$ cat src/include/tclc_pkg.sv
`default_nettype none
package tclc_pkg;

  // Register port shape
  localparam int ADDR_W = 4;
  localparam int DATA_W = 8;
  localparam int CNT_W = 32;

  // Register offsets
  localparam logic [3:0] OFF_TEMP = 4'h0;
  localparam logic [3:0] OFF_CONFIG = 4'h1;
  localparam logic [3:0] OFF_LIMIT_LO = 4'h2;
  localparam logic [3:0] OFF_LIMIT_HI = 4'h3;
  localparam logic [3:0] OFF_IRQ_STATUS = 4'h4;
  localparam logic [3:0] OFF_IRQ_ENABLE = 4'h5;
  localparam logic [3:0] OFF_IRQ_CLEAR = 4'h6;
  localparam logic [3:0] OFF_GCALL = 4'h7;

  // Configuration register fields
  localparam int CFG_MODE_LO = 0;
  localparam int CFG_MODE_HI = 1;
  localparam int CFG_LATCH = 2;
  localparam int CFG_OVER = 3;
  localparam int CFG_UNDER = 4;
  localparam int CFG_RATE_LO = 5;
  localparam int CFG_RATE_HI = 6;

  // Operating modes (op_mode_hi, op_mode_lo)
  localparam logic [1:0] MODE_SHUTDOWN = 2'h0;
  localparam logic [1:0] MODE_ONESHOT = 2'h1;
  localparam logic [1:0] MODE_CONT = 2'h2;

  // Rate select codes
  localparam logic [1:0] RATE_0P25HZ = 2'h0;
  localparam logic [1:0] RATE_1HZ = 2'h1;
  localparam logic [1:0] RATE_4HZ = 2'h2;
  localparam logic [1:0] RATE_8HZ = 2'h3;

  // Reset values
  localparam logic [1:0] RST_MODE = MODE_CONT;
  localparam logic [1:0] RST_RATE = RATE_0P25HZ;
  localparam logic RST_LATCH = 1'b0;
  localparam logic RST_FLAG = 1'b0;
  localparam logic [7:0] RST_TEMP = 8'h00;
  localparam logic [7:0] RST_LIMIT_HI = 8'h3c;
  localparam logic [7:0] RST_LIMIT_LO = 8'h00;

  // Interrupt status bits
  localparam int IRQ_W = 3;
  localparam int IRQ_CONV = 0;
  localparam int IRQ_OVER = 1;
  localparam int IRQ_UNDER = 2;

  // Soft reset command byte
  localparam logic [7:0] GCALL_RESET_CMD = 8'h06;

  // Timing: clock rate, conversion time and rate periods in their own units
  localparam int CLK_MHZ = 125;
  localparam int CONV_TIME_US = 26000;
  localparam int PERIOD_0P25HZ_MS = 4000;
  localparam int PERIOD_1HZ_MS = 1000;
  localparam int PERIOD_4HZ_MS = 250;
  localparam int PERIOD_8HZ_MS = 125;
  localparam logic [CNT_W-1:0] CONV_CYC = CNT_W'(CONV_TIME_US * CLK_MHZ);
  localparam logic [CNT_W-1:0] PER_0P25HZ_CYC = CNT_W'(PERIOD_0P25HZ_MS * CLK_MHZ * 1000);
  localparam logic [CNT_W-1:0] PER_1HZ_CYC = CNT_W'(PERIOD_1HZ_MS * CLK_MHZ * 1000);
  localparam logic [CNT_W-1:0] PER_4HZ_CYC = CNT_W'(PERIOD_4HZ_MS * CLK_MHZ * 1000);
  localparam logic [CNT_W-1:0] PER_8HZ_CYC = CNT_W'(PERIOD_8HZ_MS * CLK_MHZ * 1000);

  // Conversion scheduler states, Gray along shutdown -> convert -> wait
  typedef enum logic [1:0] {
    ST_SHUT = 2'b00,
    ST_CONV = 2'b01,
    ST_WAIT = 2'b11
  } tclc_fsm_t;

endpackage
`default_nettype wire

$ cat src/core/tclc_conv_timer.sv
`timescale 1ns/1ps
`default_nettype none
module tclc_conv_timer (
  input wire logic clk,
  input wire logic rst,
  input wire logic start,
  input wire logic halt,
  input wire logic [tclc_pkg::CNT_W-1:0] conv_cycles,
  input wire logic [tclc_pkg::CNT_W-1:0] period_cycles,
  output logic conv_done,
  output logic period_done
);
  import tclc_pkg::*;

  typedef struct packed {
    logic run;
    logic [CNT_W-1:0] cnt;
  } tclc_tmr_t;

  // Runs from reset so the first conversion starts without being asked
  localparam tclc_tmr_t TMR_RST = '{run: 1'b1, cnt: '0};

  tclc_tmr_t q;
  tclc_tmr_t d;

  // Compare with >= on the period so a shorter rate written mid-wait cannot be skipped
  assign conv_done = q.run && (q.cnt == conv_cycles - CNT_W'(1));
  assign period_done = q.run && (q.cnt >= period_cycles - CNT_W'(1));

  // Counter: start has priority, halt parks it, a finished period stops it
  always_comb begin
    d = q;
    if (start) begin
      d.run = 1'b1;
      d.cnt = '0;
    end else if (halt) begin
      d.run = 1'b0;
      d.cnt = '0;
    end else if (period_done) begin
      d.run = 1'b0;
    end else if (q.run) begin
      d.cnt = q.cnt + CNT_W'(1);
    end
  end

  always_ff @(posedge clk) begin
    if (rst) begin
      q <= TMR_RST;
    end else begin
      q <= d;
    end
  end
endmodule
`default_nettype wire

$ cat src/core/tclc_core.sv
// Overview of operation
// A finished conversion above the high limit sets over_limit_flag to 1.
// A finished conversion below the low limit sets under_limit_flag to 1.
// With flag_latch_enable set, both flags hold until the configuration register is read.
// A configuration read clears both flags, as does an in-limit result with latching off.
// After reset both flags and flag_latch_enable are 0.
// Rate bits pick the continuous rate: 00 is 0.25 Hz (default), 01 1 Hz, 10 4 Hz, 11 8 Hz.
// Each period holds one 26 ms conversion, then the converter powers down until period end.
// After reset or a general-call reset a conversion starts at once, result 26 ms later.
// Writing mode 00 enters shutdown, but only after a running conversion has finished.
// In shutdown only the register port stays alive; the converter is unpowered.
// Writing mode 01 while shut down starts exactly one conversion.
// During a one-shot conversion the mode bits read 01.
// At the end of a one-shot the block shuts down by itself and the mode bits read 00.
// With op_mode_hi set the block converts repeatedly at the selected rate.
// A new one-shot is accepted as soon as the previous conversion ends.
// Writing command 00000110 to the general-call register restores all power-up values.
// The result register and the limit checks change only when a conversion completes.
//
// Implementation choices: the plain strobed port and the register offsets.
`timescale 1ns/1ps
`default_nettype none
module tclc_core #(
  parameter logic [tclc_pkg::CNT_W-1:0] CONV_CYCLES = tclc_pkg::CONV_CYC,
  parameter logic [tclc_pkg::CNT_W-1:0] PERIOD_0P25HZ_CYCLES = tclc_pkg::PER_0P25HZ_CYC,
  parameter logic [tclc_pkg::CNT_W-1:0] PERIOD_1HZ_CYCLES = tclc_pkg::PER_1HZ_CYC,
  parameter logic [tclc_pkg::CNT_W-1:0] PERIOD_4HZ_CYCLES = tclc_pkg::PER_4HZ_CYC,
  parameter logic [tclc_pkg::CNT_W-1:0] PERIOD_8HZ_CYCLES = tclc_pkg::PER_8HZ_CYC
) (
  input wire logic clk,
  input wire logic rst,
  input wire logic [tclc_pkg::ADDR_W-1:0] reg_addr,
  input wire logic [tclc_pkg::DATA_W-1:0] reg_wdata,
  input wire logic reg_wr,
  input wire logic reg_rd,
  output logic [tclc_pkg::DATA_W-1:0] reg_rdata,
  input wire logic [tclc_pkg::DATA_W-1:0] adc_data,
  output logic conv_power,
  output logic over_limit_flag,
  output logic under_limit_flag,
  output logic irq
);
  import tclc_pkg::*;

  typedef struct packed {
    // Scheduler state and configuration bits
    tclc_fsm_t state;
    logic [1:0] op_mode;
    logic [1:0] rate_sel;
    logic flag_latch_enable;
    // Watchdog flags, result and limits
    logic over_limit_flag;
    logic under_limit_flag;
    logic [7:0] temp_result;
    logic [7:0] limit_hi;
    logic [7:0] limit_lo;
    // Interrupt status and enable
    logic [IRQ_W-1:0] irq_status;
    logic [IRQ_W-1:0] irq_enable;
    // Result pin synchroniser, three stages plus the accepted value
    logic [7:0] adc_s1;
    logic [7:0] adc_s2;
    logic [7:0] adc_s3;
    logic [7:0] adc_stable;
    // Registered copies of the read data and pin outputs
    logic [7:0] rdata;
    logic irq;
    logic conv_power;
  } tclc_regs_t;

  // Power-up image; the reset state is already converting
  localparam tclc_regs_t REGS_RST = '{
    state: ST_CONV,
    op_mode: RST_MODE,
    rate_sel: RST_RATE,
    flag_latch_enable: RST_LATCH,
    over_limit_flag: RST_FLAG,
    under_limit_flag: RST_FLAG,
    temp_result: RST_TEMP,
    limit_hi: RST_LIMIT_HI,
    limit_lo: RST_LIMIT_LO,
    irq_status: '0,
    irq_enable: '0,
    adc_s1: 8'h00,
    adc_s2: 8'h00,
    adc_s3: 8'h00,
    adc_stable: 8'h00,
    rdata: 8'h00,
    irq: 1'b0,
    conv_power: 1'b1
  };

  tclc_regs_t q;
  tclc_regs_t d;

  // Handshake with the conversion timer
  logic tmr_start;
  logic tmr_halt;
  logic conv_done;
  logic period_done;
  logic [CNT_W-1:0] period_cycles;

  // Address match, shared by the read and write decoders
  function automatic logic hit(input logic [ADDR_W-1:0] addr, input logic [3:0] off);
    hit = (addr == ADDR_W'(off));
  endfunction

  // Continuous-mode period for a rate code
  function automatic logic [CNT_W-1:0] rate_period(input logic [1:0] sel);
    unique case (sel)
      RATE_0P25HZ: rate_period = PERIOD_0P25HZ_CYCLES;
      RATE_1HZ: rate_period = PERIOD_1HZ_CYCLES;
      RATE_4HZ: rate_period = PERIOD_4HZ_CYCLES;
      RATE_8HZ: rate_period = PERIOD_8HZ_CYCLES;
    endcase
  endfunction

  // Configuration byte as software sees it
  function automatic logic [7:0] cfg_image(input tclc_regs_t r);
    cfg_image = 8'h00;
    cfg_image[CFG_MODE_LO] = r.op_mode[0];
    cfg_image[CFG_MODE_HI] = r.op_mode[1];
    cfg_image[CFG_LATCH] = r.flag_latch_enable;
    cfg_image[CFG_OVER] = r.over_limit_flag;
    cfg_image[CFG_UNDER] = r.under_limit_flag;
    cfg_image[CFG_RATE_LO] = r.rate_sel[0];
    cfg_image[CFG_RATE_HI] = r.rate_sel[1];
  endfunction

  // Period for the selected continuous rate; a new code acts on the running wait
  assign period_cycles = rate_period(q.rate_sel);

  // One counter times both the conversion and the rest of the period
  tclc_conv_timer u_timer (
    .clk(clk),
    .rst(rst),
    .start(tmr_start),
    .halt(tmr_halt),
    .conv_cycles(CONV_CYCLES),
    .period_cycles(period_cycles),
    .conv_done(conv_done),
    .period_done(period_done)
  );

  // Next-state logic for every register of the block
  always_comb begin
    logic cfg_read;
    logic gcall;
    logic over_evt;
    logic under_evt;
    logic [IRQ_W-1:0] irq_set;
    logic conv_end;
    cfg_read = 1'b0;
    gcall = 1'b0;
    over_evt = 1'b0;
    under_evt = 1'b0;
    irq_set = '0;
    conv_end = conv_done && (q.state == ST_CONV);
    d = q;
    tmr_start = 1'b0;
    tmr_halt = 1'b0;

    // Result pin sync: a change counts once stages two and three agree
    // Stage one may be metastable, so it is never compared itself
    d.adc_s1 = adc_data;
    d.adc_s2 = q.adc_s1;
    d.adc_s3 = q.adc_s2;
    if (q.adc_s2 == q.adc_s3) begin
      d.adc_stable = q.adc_s3;
    end

    // Register reads answer one cycle later; unmapped and write-only read as zero
    d.rdata = 8'h00;
    if (reg_rd) begin
      // Last completed result
      if (hit(reg_addr, OFF_TEMP)) begin
        d.rdata = q.temp_result;
      end

      // Configuration; reading it is also the flag acknowledge
      if (hit(reg_addr, OFF_CONFIG)) begin
        d.rdata = cfg_image(q);
        cfg_read = 1'b1;
      end

      // Limit registers read back as written
      if (hit(reg_addr, OFF_LIMIT_LO)) begin
        d.rdata = q.limit_lo;
      end
      if (hit(reg_addr, OFF_LIMIT_HI)) begin
        d.rdata = q.limit_hi;
      end

      // Interrupt status and enable share one layout
      if (hit(reg_addr, OFF_IRQ_STATUS)) begin
        d.rdata = 8'(q.irq_status);
      end
      if (hit(reg_addr, OFF_IRQ_ENABLE)) begin
        d.rdata = 8'(q.irq_enable);
      end
    end

    // Register writes; flags in the configuration byte are read-only
    if (reg_wr) begin
      // Mode, latch and rate; the scheduler below already sees a new mode
      if (hit(reg_addr, OFF_CONFIG)) begin
        d.op_mode = {reg_wdata[CFG_MODE_HI], reg_wdata[CFG_MODE_LO]};
        d.flag_latch_enable = reg_wdata[CFG_LATCH];
        d.rate_sel = {reg_wdata[CFG_RATE_HI], reg_wdata[CFG_RATE_LO]};
      end

      // Limits take effect at the next completed conversion
      if (hit(reg_addr, OFF_LIMIT_LO)) begin
        d.limit_lo = reg_wdata;
      end
      if (hit(reg_addr, OFF_LIMIT_HI)) begin
        d.limit_hi = reg_wdata;
      end

      // Enable, and write-one-to-clear for the sticky status
      if (hit(reg_addr, OFF_IRQ_ENABLE)) begin
        d.irq_enable = reg_wdata[IRQ_W-1:0];
      end
      if (hit(reg_addr, OFF_IRQ_CLEAR)) begin
        d.irq_status = q.irq_status & ~reg_wdata[IRQ_W-1:0];
      end

      // Soft reset only on the exact command byte; other values are ignored
      if (hit(reg_addr, OFF_GCALL) && (reg_wdata == GCALL_RESET_CMD)) begin
        gcall = 1'b1;
      end
    end

    // Limit checks use only the captured end-of-conversion sample
    // Compare is signed: the result is two's complement degrees
    if (conv_end) begin
      d.temp_result = q.adc_stable;
      over_evt = $signed(q.adc_stable) > $signed(q.limit_hi);
      under_evt = $signed(q.adc_stable) < $signed(q.limit_lo);
      irq_set[IRQ_CONV] = 1'b1;
      irq_set[IRQ_OVER] = over_evt;
      irq_set[IRQ_UNDER] = under_evt;
    end

    // Flags: read clears first, so a result landing in the same cycle still sets
    if (cfg_read) begin
      d.over_limit_flag = 1'b0;
      d.under_limit_flag = 1'b0;
    end
    if (conv_end) begin
      if (q.flag_latch_enable) begin
        d.over_limit_flag = d.over_limit_flag | over_evt;
        d.under_limit_flag = d.under_limit_flag | under_evt;
      end else begin
        d.over_limit_flag = over_evt;
        d.under_limit_flag = under_evt;
      end
    end

    // Scheduler; mode writes of this cycle are already in d.op_mode
    unique case (q.state)
      // Idle: only a mode write or a soft reset wakes the converter
      ST_SHUT: begin
        if (d.op_mode == MODE_ONESHOT) begin
          d.state = ST_CONV;
          tmr_start = 1'b1;
        end else if (d.op_mode[1]) begin
          d.state = ST_CONV;
          tmr_start = 1'b1;
        end
      end

      ST_CONV: begin
        // Mode changes take effect only here, so a conversion is never cut short
        if (conv_done) begin
          if (d.op_mode == MODE_ONESHOT) begin
            d.op_mode = MODE_SHUTDOWN;
            d.state = ST_SHUT;
            tmr_halt = 1'b1;
          end else if (d.op_mode[1]) begin
            d.state = ST_WAIT;
          end else begin
            d.state = ST_SHUT;
            tmr_halt = 1'b1;
          end
        end
      end

      // Powered down between conversions of the continuous mode
      ST_WAIT: begin
        if (d.op_mode == MODE_ONESHOT) begin
          d.state = ST_CONV;
          tmr_start = 1'b1;
        end else if (!d.op_mode[1]) begin
          d.state = ST_SHUT;
          tmr_halt = 1'b1;
        end else if (period_done) begin
          d.state = ST_CONV;
          tmr_start = 1'b1;
        end
      end

      // Unused code: park in shutdown rather than guess
      default: begin
        d.state = ST_SHUT;
        tmr_halt = 1'b1;
      end
    endcase

    // Sticky status: a new event wins over a clear in the same cycle
    d.irq_status = d.irq_status | irq_set;

    // Soft reset restores the power-up image and restarts conversion; the
    // pin synchroniser keeps running so the next sample is not stale
    if (gcall) begin
      d = REGS_RST;
      d.adc_s1 = adc_data;
      d.adc_s2 = q.adc_s1;
      d.adc_s3 = q.adc_s2;
      d.adc_stable = q.adc_stable;
      tmr_start = 1'b1;
      tmr_halt = 1'b0;
    end

    // Converter is powered only while a conversion runs
    d.conv_power = (d.state == ST_CONV);
    d.irq = |(d.irq_status & d.irq_enable);
  end

  // Single state register; rst loads the same image as the soft reset
  always_ff @(posedge clk) begin
    if (rst) begin
      q <= REGS_RST;
    end else begin
      q <= d;
    end
  end

  // All outputs straight from flip-flops
  assign reg_rdata = q.rdata;
  assign conv_power = q.conv_power;
  assign over_limit_flag = q.over_limit_flag;
  assign under_limit_flag = q.under_limit_flag;
  assign irq = q.irq;
endmodule
`default_nettype wire

$ cat config.mk
export PLATFORM = sky130hd
export DESIGN_NAME = tclc_core
export DESIGN_NICKNAME = d
export VERILOG_FILES = /design/src/include/tclc_pkg.sv /design/src/core/tclc_conv_timer.sv /design/src/core/tclc_core.sv
export SDC_FILE = /design/constraint.sdc
export NUM_CORES = 1
export LEC_CHECK = 0
export BUFFER_PORTS_ARGS = -buffer_cell sky130_fd_sc_hd__buf_4
export CORE_MARGIN = 2
export CORE_UTILIZATION = 62
export CTS_CLUSTER_DIAMETER = 120
export DETAILED_ROUTE_END_ITERATION = 10
export GPL_TIMING_DRIVEN = 0
export PLACE_DENSITY = 0.79
export REMOVE_ABC_BUFFERS = 1
export SYNTH_ARGS = -nofsm -noshare
export SYNTH_HDL_FRONTEND = slang
export SYNTH_HIERARCHICAL = 1
export SYNTH_SLANG_ARGS = --single-unit
$ cat constraint.sdc
create_clock -name clk -period 6.2 [get_ports clk]
set_clock_uncertainty 0.1 [all_clocks]
set_input_delay 0.31 -clock clk [delete_from_list [all_inputs] [get_ports clk]]
set_output_delay 0.31 -clock clk [all_outputs]
set_load 0.02 [all_outputs]
==> results.cfg <==
[status]
status = completed

[finish]
utilization = 0.756
fin_cells = 1349
layout_commonest_cell = conb_1
mostFrequentLayoutCells = conb_1, dfxtp_1, nand2_1
syn_to_final_growth_pct = 17.6
diodes = 0
nNetsFinal = 1249
finalInstanceArea_sq_um = 9610
drive_gt1_frac = 0.0909

[power_and_ir_drop]
p_leak_nw = 3.96
ir_worst_vdd_v = 0.000224
power_density_nw_per_um2 = 193

[synthesis]
synth-compound-area-share = 0.141
yosys_warnings = 6
synth-simple-area-share = 0.294
synth_cells = 1007
muxShareOfSynthArea = 0.0644
synthArstFlopShare = 0
synthesis.area_sq_um = 8180
synth-seq-area-share = 0.279
ys_types = 77
synth-seq-cells = 114
yosys.area_share.xor_xnor = 0.0803
ys.flop_type = dfxtp_1
synth_edf_count = 0
synth_top_family_by_area = simple AND/OR/NAND/NOR gates
avgSynthCellArea_sq_um = 8.12
synth-adder-area-share = 0.0934

[placement]
place_congestion = 0.893
port_buffers = 35
dpl_cell_area_sq_um = 9010
place_hpwl_um = 14900
place_inst = 1312

[route]
ant_nets = 0
via_per_inst = 5.67
vias = 7647
wl_per_cell_um = 15.1
drt_iter0_drc = 530
drt-pass1-iter-count = 5
route.detailed.drc = 0
drt-total-wl_um = 20400

[global_route]
grt_pass1_wl_um = 33700
grt_overflow_total = 0
antenna_found_initial = 0
grtUsageTotal = 0.294
grt_pass1_vias = 7071
grt_max_degree = 41

[timing]
timing.hold.ws_ps = 16.8
rsz0062_at_grt = false
final.period_utilization = 0.924
timing.final.crit_period_ps = 5730
fmax_mhz = 175
hold_violations = 0
setup_viol = 0
max_slew.worst_pin.slew_ps = 1420
maxSlewHeadroom = 0.0565
final.setup.tns_ps = 0
maxSlewViolCount = 0

[setup_path]
critPathCaptureType = flip-flop
crit_type = reg -> reg
r2r-start = q[75]$_SDFFE_PP0P_
cp_max_fo = 40
worstPathCellList = inv_1 -> ha_1 -> or4_1 -> nor4_2 -> nand3b_1 -> xor2_1 -> ha_1 -> nand4_1 -> nor3_1 -> a21oi_1 -> a41oi_4 -> buf_12 -> nor2_1 -> nor2b_1 -> nand3b_1 -> o21ai_0 -> nor2_1 -> a21oi_1 -> o21ai_0 -> nor3_2 -> buf_4 -> nand2_1 -> a31oi_1 -> a31o_2
cp.required_ps = 6410
crit_slowest_cell = or4_1
startpoint = q[75]$_SDFFE_PP0P_
crit_path_start_kind = flip-flop
critPathMaxStageDelay_ps = 520
worstPathArrival_ps = 5940

[clocking]
cts_made_buffers = 17
clk_pin_slew_ps = 60
root_buffer = clkbuf_16
cts_sinks = 114
clk_latency_ps = 420
cts_tree = yes
cts_buffer_depth = 2
cts_max_level = 4

[floorplanning]
die_w_um = 119
io_pins = 36
row_count = 41
start_util = 0.643
die-area_sq_um = 14100
core-area_sq_um = 12700
die_h_um = 119

[min_path]
hp-class = in -> reg
min_from = reg_addr[2]

[flow_run]
cap_violations = 0
==> synth_stat cells, types with 24 or more instances <==
library cell    n  area, sq um
nand3_1        26          130
nor2_1         80          300
xor2_1         33          289
xnor2_1        42          368
dfxtp_1       114         2280
nor4_1         24          150
a21oi_1        60          300
ha_1           61          763
nand2_1       107          402
mux2i_1        38          380
nor3_1         32          160
inv_1          39          146
nor2b_1        33          206
clkbuf_1       27          101
==> path summary, 6_finish.rpt <==
| path | to | slack, ps | cells past startpoint |
|---|---|---|---|
| setup / recovery | u_timer/q[23]$_SDFFE_PP0P_ | 470 | 24 |
| hold / removal | reg_rdata[3]$_SDFF_PP0_ | 20 | 2 |
| setup reg to reg | u_timer/q[23]$_SDFFE_PP0P_ | 470 | 24 |
| hold reg to reg | q[29]$_SDFF_PP0_ | 340 | 1 |
==> state kept, by name, summed over array words and instances, names as in the netlist <==
name              flops
conv_power            1
irq                   1
over_limit_flag       1
q                    69
reg_rdata             8
u_timer/q            33
under_limit_flag      1
==> through the flow <==
| stage | power (mW) | setup slack, ps |
|---|---|---|
| finish | 1.85 | 471 |
| global route | 1.93 | 22.7 |
| CTS | 1.85 | 21.0 |
| detailed placement | 0.967 | 50.8 |
| global placement | 0.961 | -1680 |
| floorplan | 0.911 | -118 |
==> layer usage <==
layer / track usage / part of all wire / up-vias
li1: - / - / 3817
met1: 0.354 / 0.42 / 3498
met2: 0.511 / 0.50 / 269
met3: 0.0575 / 0.051 / 63
met4: 0.120 / 0.030 / 0
met5: 0 / 0 / -
==> power breakdown <==
group          switching (mW)  internal [mW]  leakage [nW]
sequential             0.0140          0.748         0.924
combinational           0.119         0.0827          2.78
clock                   0.375          0.516         0.258
==> logic make-up (layout without fill, tap and decap cells) <==
logic type / Yosys count / in the layout
flops: 114 / 114
buf+inv: 89 / 113
mux: 49 / 49
compound gates: 175 / 175
fa+ha+maj: 61 / 61
other cells: 2 / 148
xor+xnor: 75 / 75
simple gates: 442 / 442
==> critical path: cells and delay by family, from the launching register on <==
kind / cells / cell delay (ps)
adder cells (fa/ha/maj): 2 / 780
XOR/XNOR: 1 / 180
flip-flops: 1 / 450
AO/OA/AOI/OAI: 7 / 1160
AND/OR/NAND/NOR: 11 / 2340
buffers and inverters: 3 / 610
==> layout make-up <==
cell class	instances	area [sq um]
Clock buffer	19	433
Clock inverter	13	108
Fill cell	1012	3110
Inverter	39	146
Multi-Input combinational cell	950	6090
Sequential cell	114	2280
Tap cell	172	215
Timing Repair Buffer	42	340
==> what timing repair did <==
item / CTS / global route
endpoints found under the setup margin: 0 / 30
hold buffers: 4 / 1
setup buffers: 0 / 0
hold endpoints to repair: 4 / 1
resized for setup: 0 / 4
(Power assumes the default switching activity.)
